`src/pkg/charger_alert_pkg.sv`:
```
/*
 * Constants for the charger alert and system status register bank:
 * command codes, register widths, alert bit positions, masks and resets.
 * Assumes the serial management port decoder delivers one command code
 * and one 16-bit data word per access, already in the MCLK_I domain.
 */
package charger_alert_pkg;

    // command codes of the serial management port
    localparam logic [7:0] CMD_STATE_ALERT  = 8'h37;
    localparam logic [7:0] CMD_STATUS_ALERT = 8'h38;
    localparam logic [7:0] CMD_SYS_STATUS   = 8'h39;

    // widths
    localparam int DATA_W     = 16;
    localparam int STATE_W    = 13;
    localparam int STATUS_W   = 6;
    localparam int SYS_W      = 9;
    localparam int SYS_LOW_W  = 7;
    localparam int IDX_W      = 4;
    localparam int STAT_IDX_W = 3;

    // charger state alert bit positions
    localparam int BIT_DETECT_FAILED  = 12;
    localparam int BIT_DETECTION      = 11;
    localparam int BIT_ABSORB         = 9;
    localparam int BIT_SUSPENDED      = 8;
    localparam int BIT_CURRENT_THEN_VOLTAGE_PHASE = 6;
    localparam int BIT_NTC_PAUSE      = 5;
    localparam int BIT_TIMER_TERM     = 4;
    localparam int BIT_LOW_CURR_TERM  = 3;
    localparam int BIT_MAX_TIME_FAULT = 2;
    localparam int BIT_BAT_MISSING    = 1;
    localparam int BIT_BAT_SHORT      = 0;

    // charge status alert bit positions
    localparam int BIT_ILIM_LOOP      = 5;
    localparam int BIT_THERMAL_REG    = 4;
    localparam int BIT_UV_CURR_LIMIT  = 3;
    localparam int BIT_IIN_LIMIT      = 2;
    localparam int BIT_CONST_CURRENT  = 1;
    localparam int BIT_CONST_VOLTAGE  = 0;

    // system status bit positions
    localparam int BIT_SYS_CHG_ACTIVE = 8;
    localparam int BIT_SYS_CELL_ERR   = 7;

    // implemented alert bits; bits 10, 9 and 7 of the state register
    // have no alert and always read zero
    localparam logic [STATE_W-1:0]  STATE_ALERT_MASK  = 13'h197F;
    localparam logic [STATUS_W-1:0] STATUS_ALERT_MASK = 6'h3F;

    // reset values
    localparam logic [STATE_W-1:0]  STATE_RST  = 13'h0000;
    localparam logic [STATUS_W-1:0] STATUS_RST = 6'h00;
    localparam logic [SYS_W-1:0]    SYS_RST    = 9'h000;
    localparam logic [DATA_W-1:0]   DATA_RST   = 16'h0000;

endpackage

```
`src/hdl/alert_latch.sv`:
```
/*
 * One sticky alert register: per-bit enable gating, edge-triggered set,
 * write-zero clear and clear on disable.
 * Assumes cond_i and en_i come from logic on the same clock.
 */
`timescale 1ns/1ps
module alert_latch #(
    parameter int            W    = 1,
    parameter logic [W-1:0]  MASK = '1
) (
    input  wire logic         clk_i,
    input  wire logic         rst_n_i,
    input  wire logic [W-1:0] cond_i,
    input  wire logic [W-1:0] en_i,
    input  wire logic         wr_i,
    input  wire logic [W-1:0] wdata_i,
    output logic      [W-1:0] q_o
);

    typedef struct packed {
        logic [W-1:0] q;
        logic [W-1:0] seen;
    } latch_state_t;

    latch_state_t state_reg;
    latch_state_t state_next;
    logic [W-1:0] gated;
    logic [W-1:0] set_bits;
    logic [W-1:0] keep_bits;

    // set on the first cycle an enabled condition shows, so a
    // lasting state does not block a later clear
    always_comb begin
        gated      = cond_i & en_i & MASK;
        set_bits   = gated & ~state_reg.seen;
        keep_bits  = wr_i ? wdata_i : {W{1'b1}};
        state_next.seen = gated;
        // set beats clear; disabled bits drop at once
        state_next.q = ((state_reg.q & keep_bits) | set_bits)
                       & en_i & MASK;
    end

    // single state register
    always_ff @(posedge clk_i) begin
        if (!rst_n_i) begin
            state_reg.q    <= '0;
            state_reg.seen <= '0;
        end else begin
            state_reg <= state_next;
        end
    end

    assign q_o = state_reg.q;

endmodule

```
`src/hdl/charger_alert_regs.sv`:
```
/*
 * Charger alert register bank: live charger state and charge status
 * indicators, sticky state and status alert registers, and the live
 * system status register; the alert and system status registers are
 * reached by command code over the serial management port.
 * Assumes the serial decoder, the charger control logic and the enable
 * registers all run on MCLK_I; none of the inputs needs synchronising.
 */
`timescale 1ns/1ps
module charger_alert_regs
    import charger_alert_pkg::*;
(
    input  wire logic                  MCLK_I,
    input  wire logic                  NRST_I,
    // command port from the serial management decoder
    input  wire logic [7:0]            CMD_I,
    input  wire logic                  WR_STB_I,
    input  wire logic [DATA_W-1:0]     WDATA_I,
    input  wire logic                  RD_STB_I,
    // charger control state, as bit index plus valid
    input  wire logic                  STATE_VALID_I,
    input  wire logic [IDX_W-1:0]      STATE_IDX_I,
    input  wire logic                  STAT_VALID_I,
    input  wire logic [STAT_IDX_W-1:0] STAT_IDX_I,
    // system conditions
    input  wire logic                  CHARGER_ACTIVE_I,
    input  wire logic                  TELEMETRY_EN_I,
    input  wire logic                  CELL_COUNT_ERR_I,
    input  wire logic [SYS_LOW_W-1:0]  SYS_LOW_I,
    // alert enables held by the enable registers
    input  wire logic [STATE_W-1:0]    STATE_ALERT_EN_I,
    input  wire logic [STATUS_W-1:0]   STATUS_ALERT_EN_I,
    // live indicators and register contents
    output logic      [STATE_W-1:0]    CHARGER_STATE_O,
    output logic      [STATUS_W-1:0]   CHARGE_STATUS_O,
    output logic      [STATE_W-1:0]    STATE_ALERT_O,
    output logic      [STATUS_W-1:0]   STATUS_ALERT_O,
    output logic      [SYS_W-1:0]      SYS_STATUS_O,
    // read answer
    output logic      [DATA_W-1:0]     RD_DATA_O,
    output logic                       RD_VALID_O
);

    // every register of the bank but the two alert registers, which sit in the latches
    typedef struct packed {
        logic [STATE_W-1:0]  live_state;
        logic [STATUS_W-1:0] live_status;
        logic [SYS_W-1:0]    sys;
        logic [DATA_W-1:0]   rd_data;
        logic                rd_valid;
    } bank_state_t;

    bank_state_t bank_reg;
    bank_state_t bank_next;

    logic [STATE_W-1:0]  state_alert;
    logic [STATUS_W-1:0] status_alert;
    logic                wr_state_alert;
    logic                wr_status_alert;

    // one-hot decode of a bit index; an index past the width gives zero
    function automatic logic [DATA_W-1:0] onehot(
        input logic       valid,
        input logic [IDX_W-1:0] idx,
        input int         width
    );
        logic [DATA_W-1:0] res;
        res = DATA_RST;
        if (valid && (int'(idx) < width)) begin
            res[idx] = 1'b1;
        end
        return res;
    endfunction

    // command code to read word; unmapped codes answer zero
    function automatic logic [DATA_W-1:0] read_word(
        input logic [7:0]          cmd,
        input logic [STATE_W-1:0]  st_alert,
        input logic [STATUS_W-1:0] sts_alert,
        input logic [SYS_W-1:0]    sys
    );
        logic [DATA_W-1:0] res;
        res = DATA_RST;
        case (cmd)
            CMD_STATE_ALERT: begin
                res[STATE_W-1:0] = st_alert;
            end
            CMD_STATUS_ALERT: begin
                res[STATUS_W-1:0] = sts_alert;
            end
            CMD_SYS_STATUS: begin
                res[SYS_W-1:0] = sys;
            end
            default: begin
                res = DATA_RST;
            end
        endcase
        return res;
    endfunction

    // write decode; the system status word is read-only, so a write
    // to it falls through and changes nothing
    assign wr_state_alert  = WR_STB_I && (CMD_I == CMD_STATE_ALERT);
    assign wr_status_alert = WR_STB_I && (CMD_I == CMD_STATUS_ALERT);

    // next-state logic of the bank
    always_comb begin
        bank_next = bank_reg;

        // live charger state: index decode keeps it one-hot by build,
        // so two states can never show together
        bank_next.live_state = STATE_W'(onehot(STATE_VALID_I,
                                               STATE_IDX_I,
                                               STATE_W));

        // live charge status only means something while charging
        if (CHARGER_ACTIVE_I) begin
            bank_next.live_status = STATUS_W'(onehot(STAT_VALID_I,
                                                     {1'b0, STAT_IDX_I},
                                                     STATUS_W));
        end else begin
            bank_next.live_status = STATUS_RST;
        end

        // live system status, sampled every cycle, never latched
        bank_next.sys[SYS_LOW_W-1:0]      = SYS_LOW_I;
        bank_next.sys[BIT_SYS_CHG_ACTIVE] = CHARGER_ACTIVE_I;
        // cell count cannot be trusted without telemetry, and
        // telemetry stops whenever the charger is off
        bank_next.sys[BIT_SYS_CELL_ERR] = CELL_COUNT_ERR_I
                                          | ~TELEMETRY_EN_I
                                          | ~CHARGER_ACTIVE_I;

        // read answer captured on the strobe, held until next read
        bank_next.rd_valid = RD_STB_I;
        if (RD_STB_I) begin
            bank_next.rd_data = read_word(CMD_I,
                                          state_alert,
                                          status_alert,
                                          bank_reg.sys);
        end
    end

    // bank register; the system status has no defined power-up value
    // but is zeroed here so the outputs are known from reset on
    always_ff @(posedge MCLK_I) begin
        if (!NRST_I) begin
            bank_reg.live_state  <= STATE_RST;
            bank_reg.live_status <= STATUS_RST;
            bank_reg.sys         <= SYS_RST;
            bank_reg.rd_data     <= DATA_RST;
            bank_reg.rd_valid    <= 1'b0;
        end else begin
            bank_reg <= bank_next;
        end
    end

    // charger state alerts; the mask leaves bits 10, 9 and 7 empty,
    // so the absorb state never raises an alert
    alert_latch #(
        .W    (STATE_W),
        .MASK (STATE_ALERT_MASK)
    ) u_state_alert (
        .clk_i   (MCLK_I),
        .rst_n_i (NRST_I),
        .cond_i  (bank_reg.live_state),
        .en_i    (STATE_ALERT_EN_I),
        .wr_i    (wr_state_alert),
        .wdata_i (WDATA_I[STATE_W-1:0]),
        .q_o     (state_alert)
    );

    // charge status alerts
    alert_latch #(
        .W    (STATUS_W),
        .MASK (STATUS_ALERT_MASK)
    ) u_status_alert (
        .clk_i   (MCLK_I),
        .rst_n_i (NRST_I),
        .cond_i  (bank_reg.live_status),
        .en_i    (STATUS_ALERT_EN_I),
        .wr_i    (wr_status_alert),
        .wdata_i (WDATA_I[STATUS_W-1:0]),
        .q_o     (status_alert)
    );

    // outputs straight from the registers
    assign CHARGER_STATE_O = bank_reg.live_state;
    assign CHARGE_STATUS_O = bank_reg.live_status;
    assign STATE_ALERT_O   = state_alert;
    assign STATUS_ALERT_O  = status_alert;
    assign SYS_STATUS_O    = bank_reg.sys;
    assign RD_DATA_O       = bank_reg.rd_data;
    assign RD_VALID_O      = bank_reg.rd_valid;

endmodule

```
`config.mk`:
```
export PLATFORM = sky130hd
export DESIGN_NAME = charger_alert_regs
export DESIGN_NICKNAME = d
export VERILOG_FILES = /design/src/pkg/charger_alert_pkg.sv /design/src/hdl/alert_latch.sv /design/src/hdl/charger_alert_regs.sv
export SDC_FILE = /design/constraint.sdc
export NUM_CORES = 1
export LEC_CHECK = 0
export ABC_CLOCK_PERIOD_IN_PS = 2600
export BUFFER_PORTS_ARGS = -buffer_cell sky130_fd_sc_hd__clkbuf_2
export CAP_MARGIN = 10
export CORE_MARGIN = 5
export CORE_UTILIZATION = 50
export DETAILED_ROUTE_END_ITERATION = 6
export PLACE_DENSITY_LB_ADDON = 0.3
export SYNTH_ARGS = -nofsm -noshare
export SYNTH_HDL_FRONTEND = slang
export SYNTH_HIERARCHICAL = 1
export SYNTH_SLANG_ARGS = --single-unit
```
`constraint.sdc`:
```
create_clock -name MCLK_I -period 2.6 [get_ports MCLK_I]
set_input_delay 0.52 -clock MCLK_I [delete_from_list [all_inputs] [get_ports MCLK_I]]
set_output_delay 0.52 -clock MCLK_I [all_outputs]
set_load 0.005 [all_outputs]
```
---- After elaboration in Yosys (flattened, before gate mapping) ----
Cells that the tools add are included.
storage, ports and cells
  flip-flop bits (word level) ............. 80
  input port bits ......................... 66
  output and inout port bits .............. 64
operators by class
  muxes and demuxes ....................... 9
  order comparisons ....................... 6
  equality and inequality tests ........... 3
  bitwise logic cells ..................... 16
  reduce and logical (&&, ||, !) cells .... 8
operators by type and width
  kind                                                                                 number
  13-bit AND                                                                           4
  6-bit AND                                                                            4
  8-bit by 6-bit == test with 1-bit output, second input constant                      3
  6-bit one-hot mux with 3 select lines                                                1
  13-bit two-way mux                                                                   1
  13-bit NOT                                                                           1
  13-bit bitwise OR                                                                    1
  1-bit logical AND                                                                    6
  6-bit two-way mux                                                                    1
  6-bit NOT                                                                            1
  6-bit bitwise OR                                                                     1
  3-bit one-hot mux with 2 select lines                                                1
  3-bit by 5-bit less-than comparator with 1-bit output, second input constant         1
  4-bit by 5-bit less-than comparator with 1-bit output, second input constant         1
  1-bit demux with 4-bit select                                                        1
  4-bit by 1-bit greater-or-equal comparator with 1-bit output, second input constant  1
  4-bit less-than comparator, second input constant                                    1
  4-bit two-way mux                                                                    1
  1-bit demux with 3-bit select                                                        1
  3-bit by 1-bit greater-or-equal comparator with 1-bit output, second input constant  1
  3-bit less-than comparator, second input constant                                    1
  3-bit AND reduction                                                                  1
  1-bit two-way mux                                                                    2
  1-bit NOT                                                                            2
  other kinds (2)                                                                      3

---- Depth between registers and ports, before layout ----
  depth after elaboration ................. 6
  depth in mapped cells ................... 7
  gate-level depth less buffers ........... 6

---- Hierarchy ----
The synthesis kept the hierarchy.
modules (own cells, without submodules)
  module                        seq. area each (um^2)  cells each  area an instance (um^2)  times used
  charger_alert_regs            840.8                  153         1571.5                   1
  alert_latch (u_state_alert)   400.4                  87          793.3                    1
  alert_latch (u_status_alert)  240.2                  50          461.7                    1

---- Worst setup path before layout ----
No wires, ideal clock.
  kind .................................... input port to flip-flop
  from .................................... in CMD_I[0]
  to ...................................... reg u_state_alert.state_reg, in the netlist u_state_alert/q_o[0]
  stages on the path ...................... 7
  buffers on the path ..................... 2
  library setup time ...................... 0.070 ns
  arrival ................................. 1.512 ns
  path slack .............................. 1.018 ns
  cell sequence ........................... buf_4 and4b_1 buf_4 and3_2 inv_2 o21ai_0 a21oi_1
on the way
  longest elaborated chain between the ends .. 6
RTL lines
  item                                      line                       text
  start, declared                           charger_alert_regs.sv:16   input wire logic [7:0] CMD_I,
  8-bit by 6-bit == test with 1-bit output  charger_alert_regs.sv:103  assign wr_state_alert = WR_STB_I && (CMD_I == CMD_STATE_ALERT);
  1-bit logical AND                         charger_alert_regs.sv:103
  via wr_state_alert                        charger_alert_regs.sv:58   logic wr_state_alert;
  13-bit two-way mux                        alert_latch.sv:36          keep_bits = wr_i ? wdata_i : {W{1'b1}};
  13-bit AND                                alert_latch.sv:39          state_next.q = ((state_reg.q & keep_bits) | set_bits)
  13-bit bitwise OR                         alert_latch.sv:39
  13-bit AND                                alert_latch.sv:40          & en_i & MASK;
  end signal, assigned                      alert_latch.sv:49          state_reg <= state_next;
  end, declared                             alert_latch.sv:25          latch_state_t state_reg;
The timed path passes the listed nets, and every way through them passes these cells.
A chain may end at the register's enable or synchronous reset.

---- Final worst setup path ----
  from .................................... in CMD_I[0]
  to ...................................... reg u_state_alert.state_reg, in the netlist u_state_alert/q_o[4]
Same word-level chain as after synthesis.

==> results list <==
* Length in cells of the worst reg-to-reg path: 2
- For this run, the number of Yosys warnings is 6.
- Total via count in the routed design: ~2300
- Core outline area: 5507 um^2
- Via count of the first global-routing pass: 2290
* Sequential-to-total area share from yosys stat: 52.41%
* DP Wirelength: 5.292 mm
* Design Area, Final: 3497 um^2
- Post-route setup TNS: 0 ns
- At the worst endpoint, the arrival time is 1.72 ns.
* Horizontal extent of the die: 85.19 um
* Overall global routing resource usage: between 10% and 20%
* Initial core utilization: roughly 50%
- Routability-driven placement finished with a final weighted congestion of about 0.75.
- Summed over all nets, the switching power comes to approximately 490 uW.
- Crit start category: primary input
- The later pin in the worst-skew pair is clocked with a latency of 0.34 ns.
* Antenna violations before repair: 0
- TritonCTS built the clock tree.
* Largest net degree at the start of global routing: 30
* Final WL: a little under 7 mm
- The floorplan step defined a die boundary enclosing 7256 um^2.
- Total standard cell area after synthesis: 2826 um^2
- STA classifies the critical path endpoint as a flop.
* Worst hold path cell count: 2
* Type of the most critical hold path: primary input to flop
- In this run the number of H-tree levels came out at 3.
* Data required time at the worst endpoint: between 2 and 3 ns
- Across the run, the number of max-cap violations was 0.
* Worst Clk Skew: 0.008792 ns
* Number of placement rows: 27
- Total iterations of the first detailed-routing run: 4
- The routed design could run at a clock period as short as 1.495 ns.
- The internal portion of the total power is ~1.7 mW.
- Once the clock tree was built, the setup fixing pass inserted 0 buffers.
* Switching power share of the total: between 20% and 30%
* Antenna diode instance count: 0
* Number of nets with antenna violations after routing: 0
- P_leak: 1.615 nW
* Syn-to-layout area delta: 23.73%
- In this run the power density over the cells is 625.5 nW/um^2.
* Routed wire per std cell: between 10 and 15 um
- Number of max-slew violations in the final report: 0
- Critical Path Max Stage Delay: 0.22 ns
* Actual transition at the worst max-transition pin: between 0.6 and 0.7 ns
* Die H: 85.19 um
* Number of endpoints with negative hold slack in the final report: 0
* CTS Buf Count: 9
* Clock-pin slew reported for the worst setup and hold paths after clock tree synthesis: 0.07 ns
- Combinational power share: 6.4%
- After layout, the worst path uses 57.50% of the clock period.
* Longest Clk Path Bufs: 2
* Number of placed I/O pins: 130
- The flow ran to the end, and the final reports show no timing, DRC or antenna violations.
- For this block, the initial DRC count from the detailed router was 119.
- Synthesis handed over a netlist of 290 instances.
- The clock drives 74 sinks.
* Worst-path cell chain: clkbuf_2, and4b_1, buf_4, and3_2, inv_2, o21ai_0, a21oi_1
- The worst register-to-register path ends at RD_DATA_O[8].
* Worst Hold Slack: 0.3763 ns
- Summing all placed instances gives a cell area of 3293 um^2.
- Of the cells placed in the final design, the portion with a size suffix greater than 1 is 39.59%.
* Share of power burned in registers: 52.7%
- Setup repair after global routing missed its margin: false
* Number of register bits inferred by synthesis: 74
* Critical Setup Path Class: primary input to flop
- Most frequently used flop master after synthesis: dfxtp_1
* Root Buffer Master: clkbuf_8
- After global routing the overflow that remains totals 0.
- Final standard cell utilization of the core: 63.51%
- Across the VDD grid, the largest voltage drop is 423.7 uV.
* Setup-failing EPs final: 0
- Fraction of registers with async set or reset after synthesis: 0%
* Mean area per synthesized cell: 9.746 um^2
- Wire length of the first global-routing pass: 10.93 mm
* Tightest slew margin relative to the limit: 56.28%
- After layout, the design draws a total of approximately 2.2 mW.
- In this run, post-CTS hold repair placed 0 buffers.
- Number of buffers added on ports: 114
- Worst Min Path Start: TELEMETRY_EN_I
* Final Net Count: approximately 460
* Via/cell ratio: 4.998
- Internal reg-to-reg setup slack: 1.64 ns
* Clock share of power: 40.8%
- Placed cell count: 450
* Max stage delay cell, worst path: o21ai_0
* Terminating pin of the worst hold path: SYS_STATUS_O[7]
- Yosys mapped the design onto a little over 40 distinct sky130hd cell types.
- The synthesized design contains 0 enable-type register cells.
- Worst Path Max Fanout: 11
* Worst setup slack after placement: 0.7789 ns
- In the routed design, unresolved DRC markers number 0.
- Based on the critical path, the design can be clocked at up to 668.9 MHz.
* Reg-to-reg startpoint: RD_DATA_O[8]
* Setup WS post-layout: 1.105 ns
* Layout Cells excl Fill: around 470
- Once the clock tree was built, the resizer swapped 0 gates to a different size.
placed cells by master (no fill, tap or decap), drive strengths merged, types with 2 or more instances in the layout:
cell    Yosys  routed
nor2        9       9
a22oi       6       6
conb        2       6
or2b       10      10
clkbuf      4     125
and3       18      18
nor3b       3       3
nand2b     12      12
a22o        3       3
a32o        3       3
nand4b      2       2
dfxtp      74      74
inv         6       6
nand4       5       5
nor4b       2       2
mux2        6       6
a21oi      20      20
o21ai      22      22
nor4        7       7
nand2      29      29
buf        29       3
and2        8       8
or2         3       3
clkinv      0       3
power by group through the flow:
stage	clock network [mW]	logic, mW	registers, mW
floorplan	0	0.0730	1.18
global placement	0	0.138	1.18
detailed placement	0	0.140	1.18
CTS	0.913	0.141	1.15
global route	0.982	0.156	1.16
finish	0.893	0.140	1.15
how the worst max path moves through the flow:
stage	from	end	slack [ns]	depth (start not counted)
finish	CMD_I[0]	u_state_alert/q_o[4]	1.11	7
global route	CMD_I[4]	u_status_alert/q_o[0]	1.01	8
CTS	CMD_I[7]	u_status_alert/q_o[5]	1.12	8
detailed placement	CMD_I[7]	u_status_alert/q_o[5]	0.78	8
global placement	CMD_I[7]	u_status_alert/q_o[5]	0.77	8
floorplan	CMD_I[0]	u_state_alert/q_o[0]	1.02	7
Yosys cell counts (all sizes together) (2+ instances only):
master,number,area [um^2]
o21ai,22,110.1
buf,29,215.2
inv,6,22.52
and2,8,50.05
nor4,7,43.79
a21oi,20,100.1
nand2,29,111.4
nor4b,2,17.52
or2b,10,75.07
and3,18,122.6
nand2b,12,75.07
a22o,3,26.28
nor3b,3,43.79
or2,3,18.77
conb,2,7.510
a22oi,6,45.04
dfxtp,74,1481
nand4b,2,17.52
clkbuf,4,16.26
nor2,9,33.78
a32o,3,31.28
nand4,5,31.28
mux2,6,67.56
cell type report:
cell class              count  area (um^2)
repair buffers            117        593.1
fillers                   478         2009
flip-flops and latches     74         1481
well taps                  72        90.09
clock buffers              11        151.4
inverters                   6        22.52
multi-input cells         181         1106
clock inverters             5        52.55
layer usage:
layer	global-route usage (%)	wire, um
met5	0	0
met2	29.59	3111
met1	24.73	2976
met3	7.379	558
met4	6.043	85
worst max-delay path, delay by kind of cell:
kind	cells	cell delay [ns]
buf+inv	3	0.47
simple gates	2	0.41
compound gates	2	0.31
cells by family (layout without fill, tap and decap cells):
group	Yosys count	after routing	share of synthesized area, %
AO/OA/AOI/OAI	55	55	11.29
buffers and inverters	39	139	8.986
flip-flops	74	74	52.41
multiplexers	6	6	2.390
other	2	6	0.2657
AND/OR/NAND/NOR	114	114	24.66
Power figures use the tool's default switching activity.
